## config.mk

```make
export PLATFORM = sky130hd
export DESIGN_NAME = etwsp_slave_port
export DESIGN_NICKNAME = d
export VERILOG_FILES = /design/src/etwsp_pkg.sv /design/src/etwsp_line_if.sv /design/src/etwsp_line_mon.sv /design/src/etwsp_slave_port.sv
export VERILOG_INCLUDE_DIRS = /design/src
export SDC_FILE = /design/constraint.sdc
export NUM_CORES = 1
export LEC_CHECK = 0
export ABC_AREA = 1
export BUFFER_PORTS_ARGS = -buffer_cell sky130_fd_sc_hd__buf_2
export CAP_MARGIN = 15
export CORE_MARGIN = 1
export CORE_UTILIZATION = 45
export CTS_CLUSTER_DIAMETER = 150
export DETAILED_ROUTE_END_ITERATION = 10
export PLACE_DENSITY = 0.64
export SYNTH_ARGS = -nofsm -noshare
export SYNTH_HDL_FRONTEND = slang
export SYNTH_SLANG_ARGS = --single-unit
```

## constraint.sdc

```tcl
create_clock -name I_SYS_CLK -period 4.08 [get_ports I_SYS_CLK]
set_input_delay 1.02 -clock I_SYS_CLK [delete_from_list [all_inputs] [get_ports I_SYS_CLK]]
set_output_delay 1.02 -clock I_SYS_CLK [all_outputs]
set_load 0.02 [all_outputs]
```

## src/etwsp_defines.svh

```systemverilog
// ************************************************************
// Constants of the two-wire slave port.
// ************************************************************
`ifndef ETWSP_DEFINES_SVH
`define ETWSP_DEFINES_SVH

// Fixed device type nibble in the upper bits of the address byte.
`define ETWSP_DEV_TYPE   4'hA
// Bits per byte before the response bit.
`define ETWSP_BITS       4'h8
// Byte position within a transfer, saturating at the data position.
`define ETWSP_IDX_ADDR   2'h0
`define ETWSP_IDX_WORD   2'h1
`define ETWSP_IDX_DATA   2'h2
// Width of the internal write-cycle timer.
`define ETWSP_TMR_W      24
// System clock period and unit conversion for timing figures.
`define ETWSP_TCLK_NS    100
`define ETWSP_NS_PER_US  1000
// Default internal write-cycle time in microseconds.
`define ETWSP_TWR_US     5000

`endif

```

## src/etwsp_pkg.sv

```systemverilog
`default_nettype none
`include "etwsp_defines.svh"

// ************************************************************
// Types shared by the line monitor and the byte controller.
// ************************************************************
package etwsp_pkg;

   // One-hot states of the byte controller.
   typedef enum logic [5:0] {
      ST_STANDBY = 6'h01,
      ST_RX      = 6'h02,
      ST_ACK     = 6'h04,
      ST_TX      = 6'h08,
      ST_TXACK   = 6'h10,
      ST_WRCYC   = 6'h20
   } etwsp_state_t;

   // State of the line monitor: synchronisers and one delayed sample.
   typedef struct packed {
      logic       scl_m;
      logic       scl_s;
      logic       scl_d;
      logic       sda_m;
      logic       sda_s;
      logic       sda_d;
      logic       wp_m;
      logic       wp_s;
      logic [2:0] sel_m;
      logic [2:0] sel_s;
   } etwsp_mon_t;

   // State of the byte controller.
   typedef struct packed {
      etwsp_state_t             state;
      logic [7:0]               shreg;
      logic [3:0]               bcnt;
      logic [1:0]               idx;
      logic                     rw;
      logic                     wr_pend;
      logic                     go;
      logic                     sda_oe;
      logic                     sda_o;
      logic [7:0]               rx_data;
      logic                     rx_stb;
      logic                     rx_addr;
      logic                     tx_req;
      logic                     idle;
      logic                     busy;
      logic [`ETWSP_TMR_W-1:0]  timer;
   } etwsp_ctl_t;

endpackage

`default_nettype wire

```

## src/etwsp_line_if.sv

```systemverilog
`default_nettype none

// ************************************************************
// Bus events passed from the line monitor to the byte controller.
// ************************************************************
interface etwsp_line_if;
   logic       scl_rise;
   logic       scl_fall;
   logic       start_cond;
   logic       stop_cond;
   logic       sda_bit;
   logic       wp_lvl;
   logic [2:0] sel;

   modport mon (output scl_rise, scl_fall, start_cond, stop_cond, sda_bit, wp_lvl, sel);
   modport ctl (input  scl_rise, scl_fall, start_cond, stop_cond, sda_bit, wp_lvl, sel);
endinterface

`default_nettype wire

```

## src/etwsp_line_mon.sv

```systemverilog
`default_nettype none
`include "etwsp_defines.svh"

// ************************************************************
// Line monitor: pin synchronisers and start/stop detection.
// ************************************************************
module etwsp_line_mon (
   // Clock and reset.
   input  wire logic       i_clk,
   input  wire logic       i_rstn,
   // Raw pins.
   input  wire logic       i_scl,
   input  wire logic       i_sda,
   input  wire logic       i_wp,
   input  wire logic [2:0] i_sel,
   // Events towards the controller.
   etwsp_line_if.mon       ln
);

   etwsp_pkg::etwsp_mon_t st_r;
   etwsp_pkg::etwsp_mon_t st_nxt;

   // Two flops per pin, then one delayed copy of SCL and SDA for edge detection.
   always_comb begin
      st_nxt       = st_r;
      st_nxt.scl_m = i_scl;
      st_nxt.scl_s = st_r.scl_m;
      st_nxt.scl_d = st_r.scl_s;
      st_nxt.sda_m = i_sda;
      st_nxt.sda_s = st_r.sda_m;
      st_nxt.sda_d = st_r.sda_s;
      st_nxt.wp_m  = i_wp;
      st_nxt.wp_s  = st_r.wp_m;
      st_nxt.sel_m = i_sel;
      st_nxt.sel_s = st_r.sel_m;
   end

   // Lines reset high, as an idle bus is, so release fakes no edge.
   always_ff @(posedge i_clk or negedge i_rstn) begin
      if (!i_rstn) begin
         st_r       <= '0;
         st_r.scl_m <= 1'h1;
         st_r.scl_s <= 1'h1;
         st_r.scl_d <= 1'h1;
         st_r.sda_m <= 1'h1;
         st_r.sda_s <= 1'h1;
         st_r.sda_d <= 1'h1;
      end else begin
         st_r <= st_nxt;
      end
   end

   // Events come only from second-stage samples and their delayed copy.
   // SCL must be high in both samples, so an SDA move next to an SCL edge
   // is never taken for a condition.
   assign ln.scl_rise   = st_r.scl_s & ~st_r.scl_d;
   assign ln.scl_fall   = ~st_r.scl_s & st_r.scl_d;
   assign ln.start_cond = st_r.scl_s & st_r.scl_d & st_r.sda_d & ~st_r.sda_s;
   assign ln.stop_cond  = st_r.scl_s & st_r.scl_d & ~st_r.sda_d & st_r.sda_s;
   assign ln.sda_bit    = st_r.sda_s;
   assign ln.wp_lvl     = st_r.wp_s;
   assign ln.sel        = st_r.sel_s;

endmodule

`default_nettype wire

```

## src/etwsp_slave_port.sv

```systemverilog
// Overview of operation
// - Sample SDA on SCL rising edge; change driven SDA only on falling edge.
// - Every byte moves most significant bit first, one bit per SCL cycle.
// - Each byte takes nine clocks: eight data bits, one response bit.
// - The SDA driver changes only while SCL is low, stable while high.
// - SDA falling while SCL high is a start; leave standby, receive a command.
// - Watch for a start except in the write cycle; before one, ignore the bus, never drive SDA.
// - SDA rising while SCL high is a stop; end transfer, return to standby, or enter the write cycle after written data.
// - A repeated start begins a fresh transfer without passing through standby.
// - No limit on the number of bytes between start and stop.
// - Transmitter releases SDA after the eighth clock; receiver holds low through ninth.
// - A high response to read data means stop sending and release SDA.
// - The acknowledging party releases SDA at the end of the ninth clock.
// - Standby after reset, plain stop, finished write cycle, or read no-acknowledge.
// - A mismatching device address byte sends the port to standby, no acknowledge.
// - After recovery any partial transfer is dropped and the port is idle.
// - While write protect is high, no data byte is written to the array.
// - Address byte: type nibble, three select bits, read/write bit; ack on match.
// - A stop after written data runs a timed write cycle, deaf meanwhile.
`default_nettype none
`include "etwsp_defines.svh"

// ************************************************************
// Two-wire serial slave port of a small serial memory.
// ************************************************************
module etwsp_slave_port #(
   parameter int unsigned P_TWR_US = `ETWSP_TWR_US
) (
   // Clock and reset.
   input  wire logic       I_SYS_CLK,
   input  wire logic       I_RSTN,
   // Two-wire bus pins.
   input  wire logic       I_SCL,
   input  wire logic       I_SDA,
   output var  logic       O_SDA_O,
   output var  logic       O_SDA_OE,
   // Strap and protect pins.
   input  wire logic [2:0] I_HW_SEL,
   input  wire logic       I_WP,
   // Received bytes towards the memory side.
   output var  logic [7:0] O_RX_DATA,
   output var  logic       O_RX_STB,
   output var  logic       O_RX_ADDR,
   // Read data from the memory side.
   output var  logic       O_TX_REQ,
   input  wire logic [7:0] I_TX_DATA,
   // Port status.
   output var  logic       O_STANDBY,
   output var  logic       O_WR_BUSY
);

   // ************************************************************
   // Timing and state.
   // ************************************************************

   // The write cycle is long, so its length is a parameter in microseconds.
   localparam logic [`ETWSP_TMR_W-1:0] TWR_CYC =
      `ETWSP_TMR_W'(P_TWR_US * `ETWSP_NS_PER_US / `ETWSP_TCLK_NS);

   etwsp_pkg::etwsp_ctl_t st_r;
   etwsp_pkg::etwsp_ctl_t st_nxt;
   logic                  addr_match;

   etwsp_line_if ln ();

   // Pin synchronisers and condition detection.
   etwsp_line_mon u_mon (
      .i_clk  (I_SYS_CLK),
      .i_rstn (I_RSTN),
      .i_scl  (I_SCL),
      .i_sda  (I_SDA),
      .i_wp   (I_WP),
      .i_sel  (I_HW_SEL),
      .ln     (ln.mon)
   );

   // Type nibble and select bits of the byte just shifted in.
   assign addr_match = (st_r.shreg[7:4] == `ETWSP_DEV_TYPE) &&
                       (st_r.shreg[3:1] == ln.sel);

   // ************************************************************
   // Byte controller.
   // ************************************************************

   // Next state: the per-state byte flow first, then bus conditions.
   always_comb begin
      st_nxt        = st_r;
      st_nxt.rx_stb = 1'h0;
      st_nxt.tx_req = 1'h0;
      unique case (st_r.state)
         // Deaf to clocks until a start is seen.
         etwsp_pkg::ST_STANDBY: begin
            st_nxt.sda_oe = 1'h0;
         end
         etwsp_pkg::ST_RX: begin
            if (ln.scl_rise) begin
               st_nxt.shreg = {st_r.shreg[6:0], ln.sda_bit};
               st_nxt.bcnt  = st_r.bcnt + 4'h1;
            end else if (ln.scl_fall && st_r.bcnt == `ETWSP_BITS) begin
               st_nxt.bcnt = 4'h0;
               if (st_r.idx == `ETWSP_IDX_ADDR) begin
                  if (addr_match) begin
                     st_nxt.state  = etwsp_pkg::ST_ACK;
                     st_nxt.sda_oe = 1'h1;
                     st_nxt.rw     = st_r.shreg[0];
                     st_nxt.tx_req = st_r.shreg[0];
                  end else begin
                     st_nxt.state = etwsp_pkg::ST_STANDBY;
                  end
               end else begin
                  st_nxt.state   = etwsp_pkg::ST_ACK;
                  st_nxt.sda_oe  = 1'h1;
                  st_nxt.rx_data = st_r.shreg;
                  st_nxt.rx_addr = (st_r.idx == `ETWSP_IDX_WORD);
                  // Protected data is still acknowledged, but never handed on.
                  st_nxt.rx_stb  = (st_r.idx == `ETWSP_IDX_WORD) || !ln.wp_lvl;
                  if (st_r.idx == `ETWSP_IDX_DATA && !ln.wp_lvl) begin
                     st_nxt.wr_pend = 1'h1;
                  end
               end
               // The index saturates, so any number of data bytes may follow.
               if (st_r.idx != `ETWSP_IDX_DATA) begin
                  st_nxt.idx = st_r.idx + 2'h1;
               end
            end
         end
         // Response bit held low until the falling edge ends the ninth clock.
         etwsp_pkg::ST_ACK: begin
            if (ln.scl_fall) begin
               st_nxt.sda_oe = 1'h0;
               if (st_r.rw) begin
                  st_nxt.state  = etwsp_pkg::ST_TX;
                  st_nxt.shreg  = I_TX_DATA;
                  st_nxt.sda_oe = ~I_TX_DATA[7];
               end else begin
                  st_nxt.state = etwsp_pkg::ST_RX;
               end
            end
         end
         // Send a byte: count on rising edges, move SDA on falling edges.
         etwsp_pkg::ST_TX: begin
            if (ln.scl_rise) begin
               st_nxt.bcnt = st_r.bcnt + 4'h1;
            end else if (ln.scl_fall) begin
               if (st_r.bcnt == `ETWSP_BITS) begin
                  st_nxt.state  = etwsp_pkg::ST_TXACK;
                  st_nxt.sda_oe = 1'h0;
                  st_nxt.bcnt   = 4'h0;
               end else begin
                  st_nxt.shreg  = {st_r.shreg[6:0], 1'h0};
                  st_nxt.sda_oe = ~st_r.shreg[6];
               end
            end
         end
         // Master response to read data, taken on the rising edge.
         etwsp_pkg::ST_TXACK: begin
            if (ln.scl_rise) begin
               if (ln.sda_bit) begin
                  st_nxt.state = etwsp_pkg::ST_STANDBY;
               end else begin
                  st_nxt.go     = 1'h1;
                  st_nxt.tx_req = 1'h1;
               end
            end else if (ln.scl_fall && st_r.go) begin
               st_nxt.go     = 1'h0;
               st_nxt.state  = etwsp_pkg::ST_TX;
               st_nxt.shreg  = I_TX_DATA;
               st_nxt.sda_oe = ~I_TX_DATA[7];
            end
         end
         // Internal write cycle: inputs ignored until the timer runs out.
         etwsp_pkg::ST_WRCYC: begin
            st_nxt.sda_oe = 1'h0;
            if (st_r.timer == '0) begin
               st_nxt.state = etwsp_pkg::ST_STANDBY;
            end else begin
               st_nxt.timer = st_r.timer - `ETWSP_TMR_W'(1);
            end
         end
         default: begin
            st_nxt.state  = etwsp_pkg::ST_STANDBY;
            st_nxt.sda_oe = 1'h0;
         end
      endcase
      // Conditions win over the byte flow, except while writing.
      if (st_r.state != etwsp_pkg::ST_WRCYC) begin
         if (ln.start_cond) begin
            st_nxt.state   = etwsp_pkg::ST_RX;
            st_nxt.bcnt    = 4'h0;
            st_nxt.idx     = `ETWSP_IDX_ADDR;
            st_nxt.sda_oe  = 1'h0;
            st_nxt.go      = 1'h0;
            st_nxt.wr_pend = 1'h0;
         end else if (ln.stop_cond) begin
            st_nxt.sda_oe  = 1'h0;
            st_nxt.go      = 1'h0;
            st_nxt.wr_pend = 1'h0;
            if (st_r.wr_pend) begin
               st_nxt.state = etwsp_pkg::ST_WRCYC;
               st_nxt.timer = TWR_CYC - `ETWSP_TMR_W'(1);
            end else begin
               st_nxt.state = etwsp_pkg::ST_STANDBY;
            end
         end
      end
      st_nxt.idle = (st_nxt.state == etwsp_pkg::ST_STANDBY);
      st_nxt.busy = (st_nxt.state == etwsp_pkg::ST_WRCYC);
   end

   // Reset lands in standby with SDA released.
   always_ff @(posedge I_SYS_CLK or negedge I_RSTN) begin
      if (!I_RSTN) begin
         st_r       <= '0;
         st_r.state <= etwsp_pkg::ST_STANDBY;
         st_r.idle  <= 1'h1;
      end else begin
         st_r <= st_nxt;
      end
   end

   // ************************************************************
   // Outputs.
   // ************************************************************

   // Every output is a state flop; the pin level is always low when enabled.
   assign O_SDA_O   = st_r.sda_o;
   assign O_SDA_OE  = st_r.sda_oe;
   assign O_RX_DATA = st_r.rx_data;
   assign O_RX_STB  = st_r.rx_stb;
   assign O_RX_ADDR = st_r.rx_addr;
   assign O_TX_REQ  = st_r.tx_req;
   assign O_STANDBY = st_r.idle;
   assign O_WR_BUSY = st_r.busy;

   // ************************************************************
   // Checks.
   // ************************************************************

   // Standby never drives the line.
   a_standby_quiet: assert property (@(posedge I_SYS_CLK) disable iff (!I_RSTN)
      st_r.idle |-> !O_SDA_OE)
      else $error("SDA driven in standby");

   // The enable moves only after a falling edge or a bus condition.
   a_oe_on_fall: assert property (@(posedge I_SYS_CLK) disable iff (!I_RSTN)
      $changed(O_SDA_OE) |-> $past(ln.scl_fall) || $past(ln.start_cond) ||
                             $past(ln.stop_cond))
      else $error("SDA enable changed outside SCL low");

   // A received bit is counted one cycle after the rising edge.
   a_rx_count: assert property (@(posedge I_SYS_CLK) disable iff (!I_RSTN)
      st_r.state == etwsp_pkg::ST_RX && ln.scl_rise && !ln.start_cond && !ln.stop_cond
      |=> st_r.bcnt == $past(st_r.bcnt) + 4'h1)
      else $error("received bit not counted");

   // A matching address is acknowledged on the ninth clock.
   a_addr_ack: assert property (@(posedge I_SYS_CLK) disable iff (!I_RSTN)
      st_r.state == etwsp_pkg::ST_RX && ln.scl_fall && st_r.bcnt == `ETWSP_BITS &&
      st_r.idx == `ETWSP_IDX_ADDR && addr_match && !ln.start_cond && !ln.stop_cond
      |=> O_SDA_OE && st_r.state == etwsp_pkg::ST_ACK)
      else $error("matching address not acknowledged");

   // A foreign address gets no acknowledge and the port goes quiet.
   a_addr_miss: assert property (@(posedge I_SYS_CLK) disable iff (!I_RSTN)
      st_r.state == etwsp_pkg::ST_RX && ln.scl_fall && st_r.bcnt == `ETWSP_BITS &&
      st_r.idx == `ETWSP_IDX_ADDR && !addr_match && !ln.start_cond && !ln.stop_cond
      |=> !O_SDA_OE ##1 O_STANDBY)
      else $error("foreign address answered");

   // A start outside the write cycle restarts byte reception.
   a_start_fresh: assert property (@(posedge I_SYS_CLK) disable iff (!I_RSTN)
      ln.start_cond && st_r.state != etwsp_pkg::ST_WRCYC
      |=> st_r.state == etwsp_pkg::ST_RX && st_r.bcnt == 4'h0 && !O_SDA_OE)
      else $error("start did not restart reception");

   // A plain stop reaches standby within two cycles.
   a_stop_idle: assert property (@(posedge I_SYS_CLK) disable iff (!I_RSTN)
      ln.stop_cond && !st_r.wr_pend && st_r.state != etwsp_pkg::ST_WRCYC
      |=> ##1 O_STANDBY)
      else $error("stop did not return to standby");

   // Protected data bytes never reach the memory side.
   a_wp_block: assert property (@(posedge I_SYS_CLK) disable iff (!I_RSTN)
      O_RX_STB && !O_RX_ADDR |-> !$past(ln.wp_lvl))
      else $error("data passed while write protected");

   // The acknowledge is released at the end of the ninth clock.
   a_ack_release: assert property (@(posedge I_SYS_CLK) disable iff (!I_RSTN)
      st_r.state == etwsp_pkg::ST_ACK && ln.scl_fall && !st_r.rw
      |=> !O_SDA_OE)
      else $error("acknowledge held past ninth clock");

   // A no-acknowledge to read data ends sending with SDA released.
   a_nack_stop: assert property (@(posedge I_SYS_CLK) disable iff (!I_RSTN)
      st_r.state == etwsp_pkg::ST_TXACK && ln.scl_rise && ln.sda_bit &&
      !ln.start_cond && !ln.stop_cond |=> !O_SDA_OE [*2] ##0 O_STANDBY)
      else $error("sending went on after no-acknowledge");

   // The write cycle stays deaf for its first eight cycles at least.
   a_wrcyc_deaf: assert property (@(posedge I_SYS_CLK) disable iff (!I_RSTN)
      $rose(O_WR_BUSY) |-> (O_WR_BUSY && !O_SDA_OE) [*8])
      else $error("write cycle ended early or answered");

   // Every byte after the address byte is acknowledged on the ninth clock.
   a_data_ack: assert property (@(posedge I_SYS_CLK) disable iff (!I_RSTN)
      st_r.state == etwsp_pkg::ST_RX && ln.scl_fall && st_r.bcnt == `ETWSP_BITS &&
      st_r.idx != `ETWSP_IDX_ADDR
      |=> O_SDA_OE && st_r.state == etwsp_pkg::ST_ACK)
      else $error("data byte not acknowledged");

   // The word address byte is handed on whole and flagged as an address.
   a_word_strobe: assert property (@(posedge I_SYS_CLK) disable iff (!I_RSTN)
      st_r.state == etwsp_pkg::ST_RX && ln.scl_fall && st_r.bcnt == `ETWSP_BITS &&
      st_r.idx == `ETWSP_IDX_WORD
      |=> O_RX_STB && O_RX_ADDR && O_RX_DATA == $past(st_r.shreg))
      else $error("word address byte not handed on");

   // A stop after unprotected data starts the internal write cycle.
   a_stop_write: assert property (@(posedge I_SYS_CLK) disable iff (!I_RSTN)
      ln.stop_cond && st_r.wr_pend && st_r.state != etwsp_pkg::ST_WRCYC
      |=> O_WR_BUSY && !O_STANDBY)
      else $error("write cycle not started by stop");

   // The end of the write cycle lands in standby, never in a transfer.
   a_wrcyc_done: assert property (@(posedge I_SYS_CLK) disable iff (!I_RSTN)
      $fell(O_WR_BUSY) |-> O_STANDBY)
      else $error("write cycle did not end in standby");

   // The first read bit goes out at the fall that ends the ninth clock.
   a_tx_first: assert property (@(posedge I_SYS_CLK) disable iff (!I_RSTN)
      st_r.state == etwsp_pkg::ST_ACK && ln.scl_fall && st_r.rw
      |=> O_SDA_OE == !$past(I_TX_DATA[7]))
      else $error("first read bit not driven");

   // Read data is asked for by one single-cycle pulse per byte.
   a_txreq_pulse: assert property (@(posedge I_SYS_CLK) disable iff (!I_RSTN)
      O_TX_REQ |=> !O_TX_REQ)
      else $error("read request longer than one cycle");

endmodule

`default_nettype wire
```

==> results.sh, run 1 <==
export IMPL_syn_nets=572
export IMPL_antenna_cells=0
export IMPL_cts_sinks=75
export IMPL_critPathMaxStageDelay_ns=0.60
export IMPL_r2r_start="st_r[59]"
export IMPL_tightest_slew_ns=0.924
export IMPL_cts_tree="done"
export IMPL_drc_errors=0
export IMPL_synth_top_family_by_area="simple AND/OR/NAND/NOR gates"
export IMPL_yosysSeqAreaShare_pct=45.1
export IMPL_drt_pre_antenna_iters=5
export IMPL_dp_hpwl_um=6560
export IMPL_cp_end_kind="flop"
export IMPL_die_area_um2=9680
export IMPL_path_buf_inv=3
export IMPL_postRouteAntennaNets=0
export IMPL_cpLargestDelayFamily="simple AND/OR/NAND/NOR gates"
export IMPL_timing_final_crit_period_ns=2.55
export IMPL_syn2layout_area_growth_pct=9.40
export IMPL_layout_commonest_cell="nand2_1"
export IMPL_slew_headroom_pct=38.4
export IMPL_insertion_delay_ns=0.35
export IMPL_cts_setup_buffers=0
export IMPL_holdPathStages=0
export IMPL_fmax_mhz=393
export IMPL_avgSynthCellArea_um2=7.63
export IMPL_syn_inst=548
export IMPL_final_cell_area_um2=4570
export IMPL_synth_distinct_cells=38
export IMPL_combPwrFrac_pct=11.3
export IMPL_p_switching_mw=0.449
export IMPL_cts_max_level=3
export IMPL_path_class="flop to flop"
export IMPL_wl_per_cell_um=13.2
export IMPL_cts_root_buffer="clkbuf_8"
export IMPL_worstReg2RegEnd="st_r[8]"
export IMPL_hold_viol_final=0
export IMPL_hold_buffers=0
export IMPL_first_global_vias=3341
export IMPL_yosys_register_bits=75
export IMPL_antenna_found_initial=0
export IMPL_crit_path_start="st_r[59]"
export IMPL_cap_violations=0
export IMPL_min_path_type="flop to flop"
export IMPL_die_w_um=98.4
export IMPL_initial_core_util_pct=47.2
export IMPL_setup_tns_ns=0
export IMPL_die_height_um=98.4
export IMPL_place_congestion=0.913
export IMPL_fin_util_pct=51.7
export IMPL_required_ns=4.36
export IMPL_status="finished clean"
export IMPL_io_pins=31
export IMPL_clkPwrFrac_pct=36.6
export IMPL_port_buffers=29
export IMPL_finalClockSkew_ns=0.00942
export IMPL_peakVddDrop_mv=0.172
export IMPL_final_cell_mix="nand2_1 (144), nor2_1 (77), dfrtp_1 (67)"
export IMPL_sw_frac_of_total_pct=27.2
export IMPL_finalMaxSlewViolations=0
export IMPL_crit_arrival_ns=2.83
export IMPL_internal_power_mw=1.20
export IMPL_path_max_fanout=24
export IMPL_layout_nets=597
export IMPL_crit_path_start_kind="flop"
export IMPL_grt_pass1_wl_um=15800
export IMPL_core_um2=8850
export IMPL_ctsResizeCount=0
export IMPL_synth_mux_area_share_pct=0
export IMPL_power_density_nw_per_um2=361
export IMPL_netlist_area_um2=4180
export IMPL_viasPerCell=5.14
export IMPL_crit_path_top_delay_cell="nand3_1"
export IMPL_worstPathCellList="nor2_1 -> nand3_1 -> inv_1 -> buf_4 -> nand2_1 -> inv_1 -> nand2_1 -> or2_2 -> nand3_1"
export IMPL_grt_max_degree=76
export IMPL_synth_simple_area_share_pct=32.1
export IMPL_rsz0062_at_grt="false"
export IMPL_reg2reg_slack_ns=1.53
export IMPL_grt_ovfl_total=0
export IMPL_clockBufferDepth=2
export IMPL_crit_path_end="st_r[8]"
export IMPL_path_depth=9
export IMPL_grt_use_total_pct=20.5
export IMPL_cts_made_buffers=9
export IMPL_clk_pin_slew_ns=0.08
export IMPL_placementRows=34
export IMPL_drt_initial_drc_count=186
export IMPL_setup_viol=0
export IMPL_placed_area_um2=4360
export IMPL_seqPwrFrac_pct=52.1
export IMPL_synthAdderAreaFrac_pct=2.39
export IMPL_leakagePower_nw=2.59
export IMPL_final_layout_size_suffix_gt1_share_pct=14.7
export IMPL_reg2regPathDepth=9
export IMPL_timing_final_crit_share_pct=62.4
export IMPL_via_count=3528
export IMPL_drt_total_wl_um=9060
export IMPL_synth_xor_area_share_pct=3.35
export IMPL_yosys_warnings=0
export IMPL_synth_compound_area_share_pct=8.44
power by group through the flow:
stage	sequential, mW	combinational [mW]	clock [mW]
final	0.860	0.187	0.604
after global routing	0.868	0.216	0.655
after CTS	0.858	0.190	0.620
after detailed placement	0.872	0.189	0
after global placement	0.875	0.184	0
after floorplan	0.858	0.134	0
cells by family (layout without fill, tap and decap cells):
| kind of cell | Yosys count | after routing |
|---|---|---|
| and+or+nand+nor | 311 | 311 |
| buffers and inverters | 79 | 109 |
| DFF | 75 | 75 |
| AOI/OAI and AO/OA | 58 | 58 |
| xor gates and xnor gates | 16 | 16 |
| adders and majority gates | 8 | 8 |
| other | 1 | 1 |
through the flow:
stage	std cells	setup WS [ns]	hold slack [ns]	power, mW
after floorplan	548	2.24	0.331	0.992
after global placement	670	1.68	0.332	1.06
after detailed placement	670	1.58	0.335	1.06
after CTS	686	1.57	0.354	1.67
after global routing	686	1.29	0.364	1.74
final	686	1.53	0.353	1.65
registers in the layout (all words and copies together), names as in the netlist, 2 cells and up:
register and cells:
st_r 47, O_RX_DATA 8, u_mon.st_nxt 7, u_mon.ln.sel 3, u_mon.st_r 2
area by class of cell:
cell class	instances	area [µm²]
Inverter	62	235
Tap cell	108	135
Fill cell	871	4280
Clock inverter	3	45.0
Multi-Input combinational cell	394	1940
Sequential cell	75	1890
Clock buffer	13	169
Timing Repair Buffer	31	163
cell usage after synthesis:
| cell | instances | share of area (%) |
|---|---|---|
| nand2_1 | 144 | 13 |
| nor2_1 | 77 | 6.9 |
| dfrtp_1 | 67 | 40 |
| inv_1 | 57 | 5.1 |
| nand3_1 | 57 | 6.8 |
| a21oi_1 | 21 | 2.5 |
| o21ai_0 | 14 | 1.7 |
| xor2_1 | 11 | 2.3 |
| o21ai_2 | 10 | 2.1 |
| buf_4 | 9 | 1.6 |
| dfstp_2 | 8 | 5.0 |
| ha_1 | 8 | 2.4 |
| nand4_1 | 8 | 1.2 |
| nor3_1 | 7 | 0.84 |
| or2_2 | 7 | 1.0 |
| xnor2_1 | 5 | 1.0 |
| a211oi_1 | 4 | 0.72 |
| inv_2 | 4 | 0.36 |
| clkbuf_1 | 3 | 0.27 |
| nor2_4 | 3 | 0.81 |
| o211ai_1 | 3 | 0.54 |
| o21ai_1 | 3 | 0.36 |
| buf_2 | 2 | 0.24 |
| nand2_2 | 2 | 0.30 |
| a31oi_1 | 1 | 0.15 |
| buf_1 | 1 | 0.090 |
| buf_6 | 1 | 0.27 |
| buf_8 | 1 | 0.36 |
| conb_1 | 1 | 0.090 |
| inv_4 | 1 | 0.15 |
| nand3_2 | 1 | 0.24 |
| nand3b_1 | 1 | 0.18 |
| nand4_2 | 1 | 0.30 |
| nor2_2 | 1 | 0.15 |
| nor3_2 | 1 | 0.24 |
| o21bai_1 | 1 | 0.18 |
| o221ai_1 | 1 | 0.21 |
| or2_1 | 1 | 0.15 |
routing by layer:
metal / GRT usage (%) / wire, µm / up-vias
met2: 31.0 / 3900 / 88
met5: 0 / 0 / -
met3: 5.30 / 452 / 12
met4: 5.28 / 129 / 0
li1: - / - / 1796
met1: 29.4 / 4580 / 1632
worst min-delay path by stage:
| stage | from | endpoint | slack, ns |
|---|---|---|---|
| floorplan | u_mon.st_nxt[0] | u_mon.ln.sel[0] | 0.33 |
| global placement | u_mon.st_nxt[0] | u_mon.ln.sel[0] | 0.33 |
| detailed placement | u_mon.st_nxt[1] | u_mon.ln.sel[1] | 0.33 |
| CTS | u_mon.st_nxt[1] | u_mon.ln.sel[1] | 0.35 |
| global route | u_mon.st_nxt[9] | u_mon.ln.sda_bit | 0.36 |
| finish | u_mon.st_nxt[1] | u_mon.ln.sel[1] | 0.35 |
(Power assumes the default switching activity.)
==> run 2: changes to the inputs <==
==> constraint.sdc (replaced) <==
create_clock -name I_SYS_CLK -period 2.6 [get_ports I_SYS_CLK]
set_input_delay 0.65 -clock I_SYS_CLK [delete_from_list [all_inputs] [get_ports I_SYS_CLK]]
set_output_delay 0.65 -clock I_SYS_CLK [all_outputs]
set_load 0.02 [all_outputs]
==> results.sh, run 2 (synthesized netlist as in run 1, its figures left out) <==
export IMPL_insertion_delay_ns=0.35
export IMPL_drt_total_wl_um=9110
export IMPL_leakagePower_nw=2.61
export IMPL_cpLargestDelayFamily="simple AND/OR/NAND/NOR gates"
export IMPL_critPathMaxStageDelay_ns=0.48
export IMPL_finalMaxSlewViolations=0
export IMPL_ctsResizeCount=0
export IMPL_grt_pass1_wl_um=15700
export IMPL_via_count=3572
export IMPL_fmax_mhz=453
export IMPL_largest_reg_flops=47
export IMPL_regMostFlops="st_r"
export IMPL_rsz0062_at_grt="false"
export IMPL_finalClockSkew_ns=0.0118
export IMPL_postRouteAntennaNets=0
export IMPL_place_congestion=0.945
export IMPL_core_um2=8850
export IMPL_grt_max_degree=35
export IMPL_setup_viol=0
export IMPL_p_switching_mw=0.702
export IMPL_cp_end_kind="flop"
export IMPL_drt_initial_drc_count=141
export IMPL_finalPower_mw=2.52
export IMPL_hold_buffers=0
export IMPL_hold_viol_final=0
export IMPL_layout_commonest_cell="nand2_1"
export IMPL_required_ns=2.87
export IMPL_grt_use_total_pct=20.3
export IMPL_die_area_um2=9680
export IMPL_drc_errors=0
export IMPL_seqPwrFrac_pct=53.7
export IMPL_dp_hpwl_um=6830
export IMPL_cts_root_buffer="clkbuf_8"
export IMPL_cts_tree="done"
export IMPL_syn2layout_area_growth_pct=9.79
export IMPL_grt_ovfl_total=0
export IMPL_path_class="flop to flop"
export IMPL_cts_sinks=75
export IMPL_min_path_type="input pin to async pin"
export IMPL_cts_made_buffers=9
export IMPL_crit_arrival_ns=2.48
export IMPL_tightest_slew_ns=0.756
export IMPL_internal_power_mw=1.81
export IMPL_reg2reg_slack_ns=0.39
export IMPL_wl_per_cell_um=13.2
export IMPL_antenna_found_initial=0
export IMPL_layout_nets=601
export IMPL_worstPathCellList="inv_1 -> ha_1 -> nand3_1 -> nor2_4 -> inv_2 -> nor2_4 -> inv_2 -> or2_1 -> o21ai_2 -> inv_1 -> nor2_1"
export IMPL_slew_headroom_pct=49.6
export IMPL_setup_tns_ns=0
export IMPL_path_max_fanout=19
export IMPL_clk_pin_slew_ns=0.08
export IMPL_path_buf_inv=4
export IMPL_combPwrFrac_pct=12.0
export IMPL_placementRows=34
export IMPL_power_density_nw_per_um2=548
export IMPL_viasPerCell=5.18
export IMPL_clockBufferDepth=2
export IMPL_die_height_um=98.4
export IMPL_final_cell_mix="nand2_1 (144), nor2_1 (77), dfrtp_1 (67)"
export IMPL_crit_path_top_delay_cell="or2_1"
export IMPL_status="finished clean"
export IMPL_crit_path_start_kind="flop"
export IMPL_cap_violations=0
export IMPL_io_pins=31
export IMPL_cts_setup_buffers=0
export IMPL_clkPwrFrac_pct=34.2
export IMPL_antenna_cells=0
export IMPL_sw_frac_of_total_pct=27.9
export IMPL_initial_core_util_pct=47.2
export IMPL_first_global_vias=3354
export IMPL_cts_max_level=3
export IMPL_die_w_um=98.4
export IMPL_drt_pre_antenna_iters=5
export IMPL_timing_final_crit_period_ns=2.21
export IMPL_timing_final_crit_share_pct=85.0
export IMPL_final_layout_size_suffix_gt1_share_pct=14.9
export IMPL_port_buffers=29
export IMPL_peakVddDrop_mv=0.336
## run 2: cell types whose count changed in the layout (fill, tap and decap cells not counted), sizes merged
cell      delta
buf          +4
clkbuf       -1
clkinvlp     -2
clkinv       +3
## run 2: stage by stage
step / hold slack (ns) / utilization, % / cells / area (µm²) / setup slack, ns
global placement: 0.332 / 49.7 / 674 / 4400 / 0.465
CTS: 0.253 / 51.9 / 690 / 4590 / 0.388
detailed placement: 0.337 / 49.7 / 674 / 4400 / 0.420
finish: 0.256 / 51.9 / 690 / 4590 / 0.391
global route: 0.263 / 51.9 / 690 / 4590 / 0.180
floorplan: 0.331 / - / 548 / 4180 / 0.758
## run 2: area by class of cell
type | count | area [µm²]
Fill cell | 873 | 4260
Multi-Input combinational cell | 394 | 1940
Sequential cell | 75 | 1890
Inverter | 62 | 235
Timing Repair Buffer | 35 | 205
Clock buffer | 12 | 135
Tap cell | 108 | 135
Clock inverter | 4 | 52.6
## run 2: power groups by stage
stage	registers (mW)	logic [mW]	clock network (mW)
floorplan	1.35	0.210	0
global placement	1.37	0.294	0
detailed placement	1.37	0.305	0
CTS	1.35	0.306	0.890
global route	1.37	0.351	0.941
finish	1.35	0.303	0.861
## run 2: worst paths after layout
kind	endpoint	startpoint	cells after the start
min reg2reg	u_mon.ln.sel[1]	u_mon.st_nxt[1]	0
min in group I_SYS_CLK	u_mon.ln.sel[1]	u_mon.st_nxt[1]	0
max reg2reg	st_r[40]	st_r[44]	11
max	st_r[40]	st_r[44]	11
min	st_r[50]	I_RSTN	1
max in group asynchronous	u_mon.st_nxt[11]	I_RSTN	2
## run 2: routing by layer
| layer | routed length [µm] | vias to the layer above | GRT usage (%) |
|---|---|---|---|
| met3 | 379 | 14 | 5.08 |
| met5 | 0 | - | 0 |
| met4 | 110 | 0 | 5.17 |
| met1 | 4480 | 1672 | 27.9 |
| met2 | 4140 | 89 | 32.0 |
| li1 | - | 1797 | - |
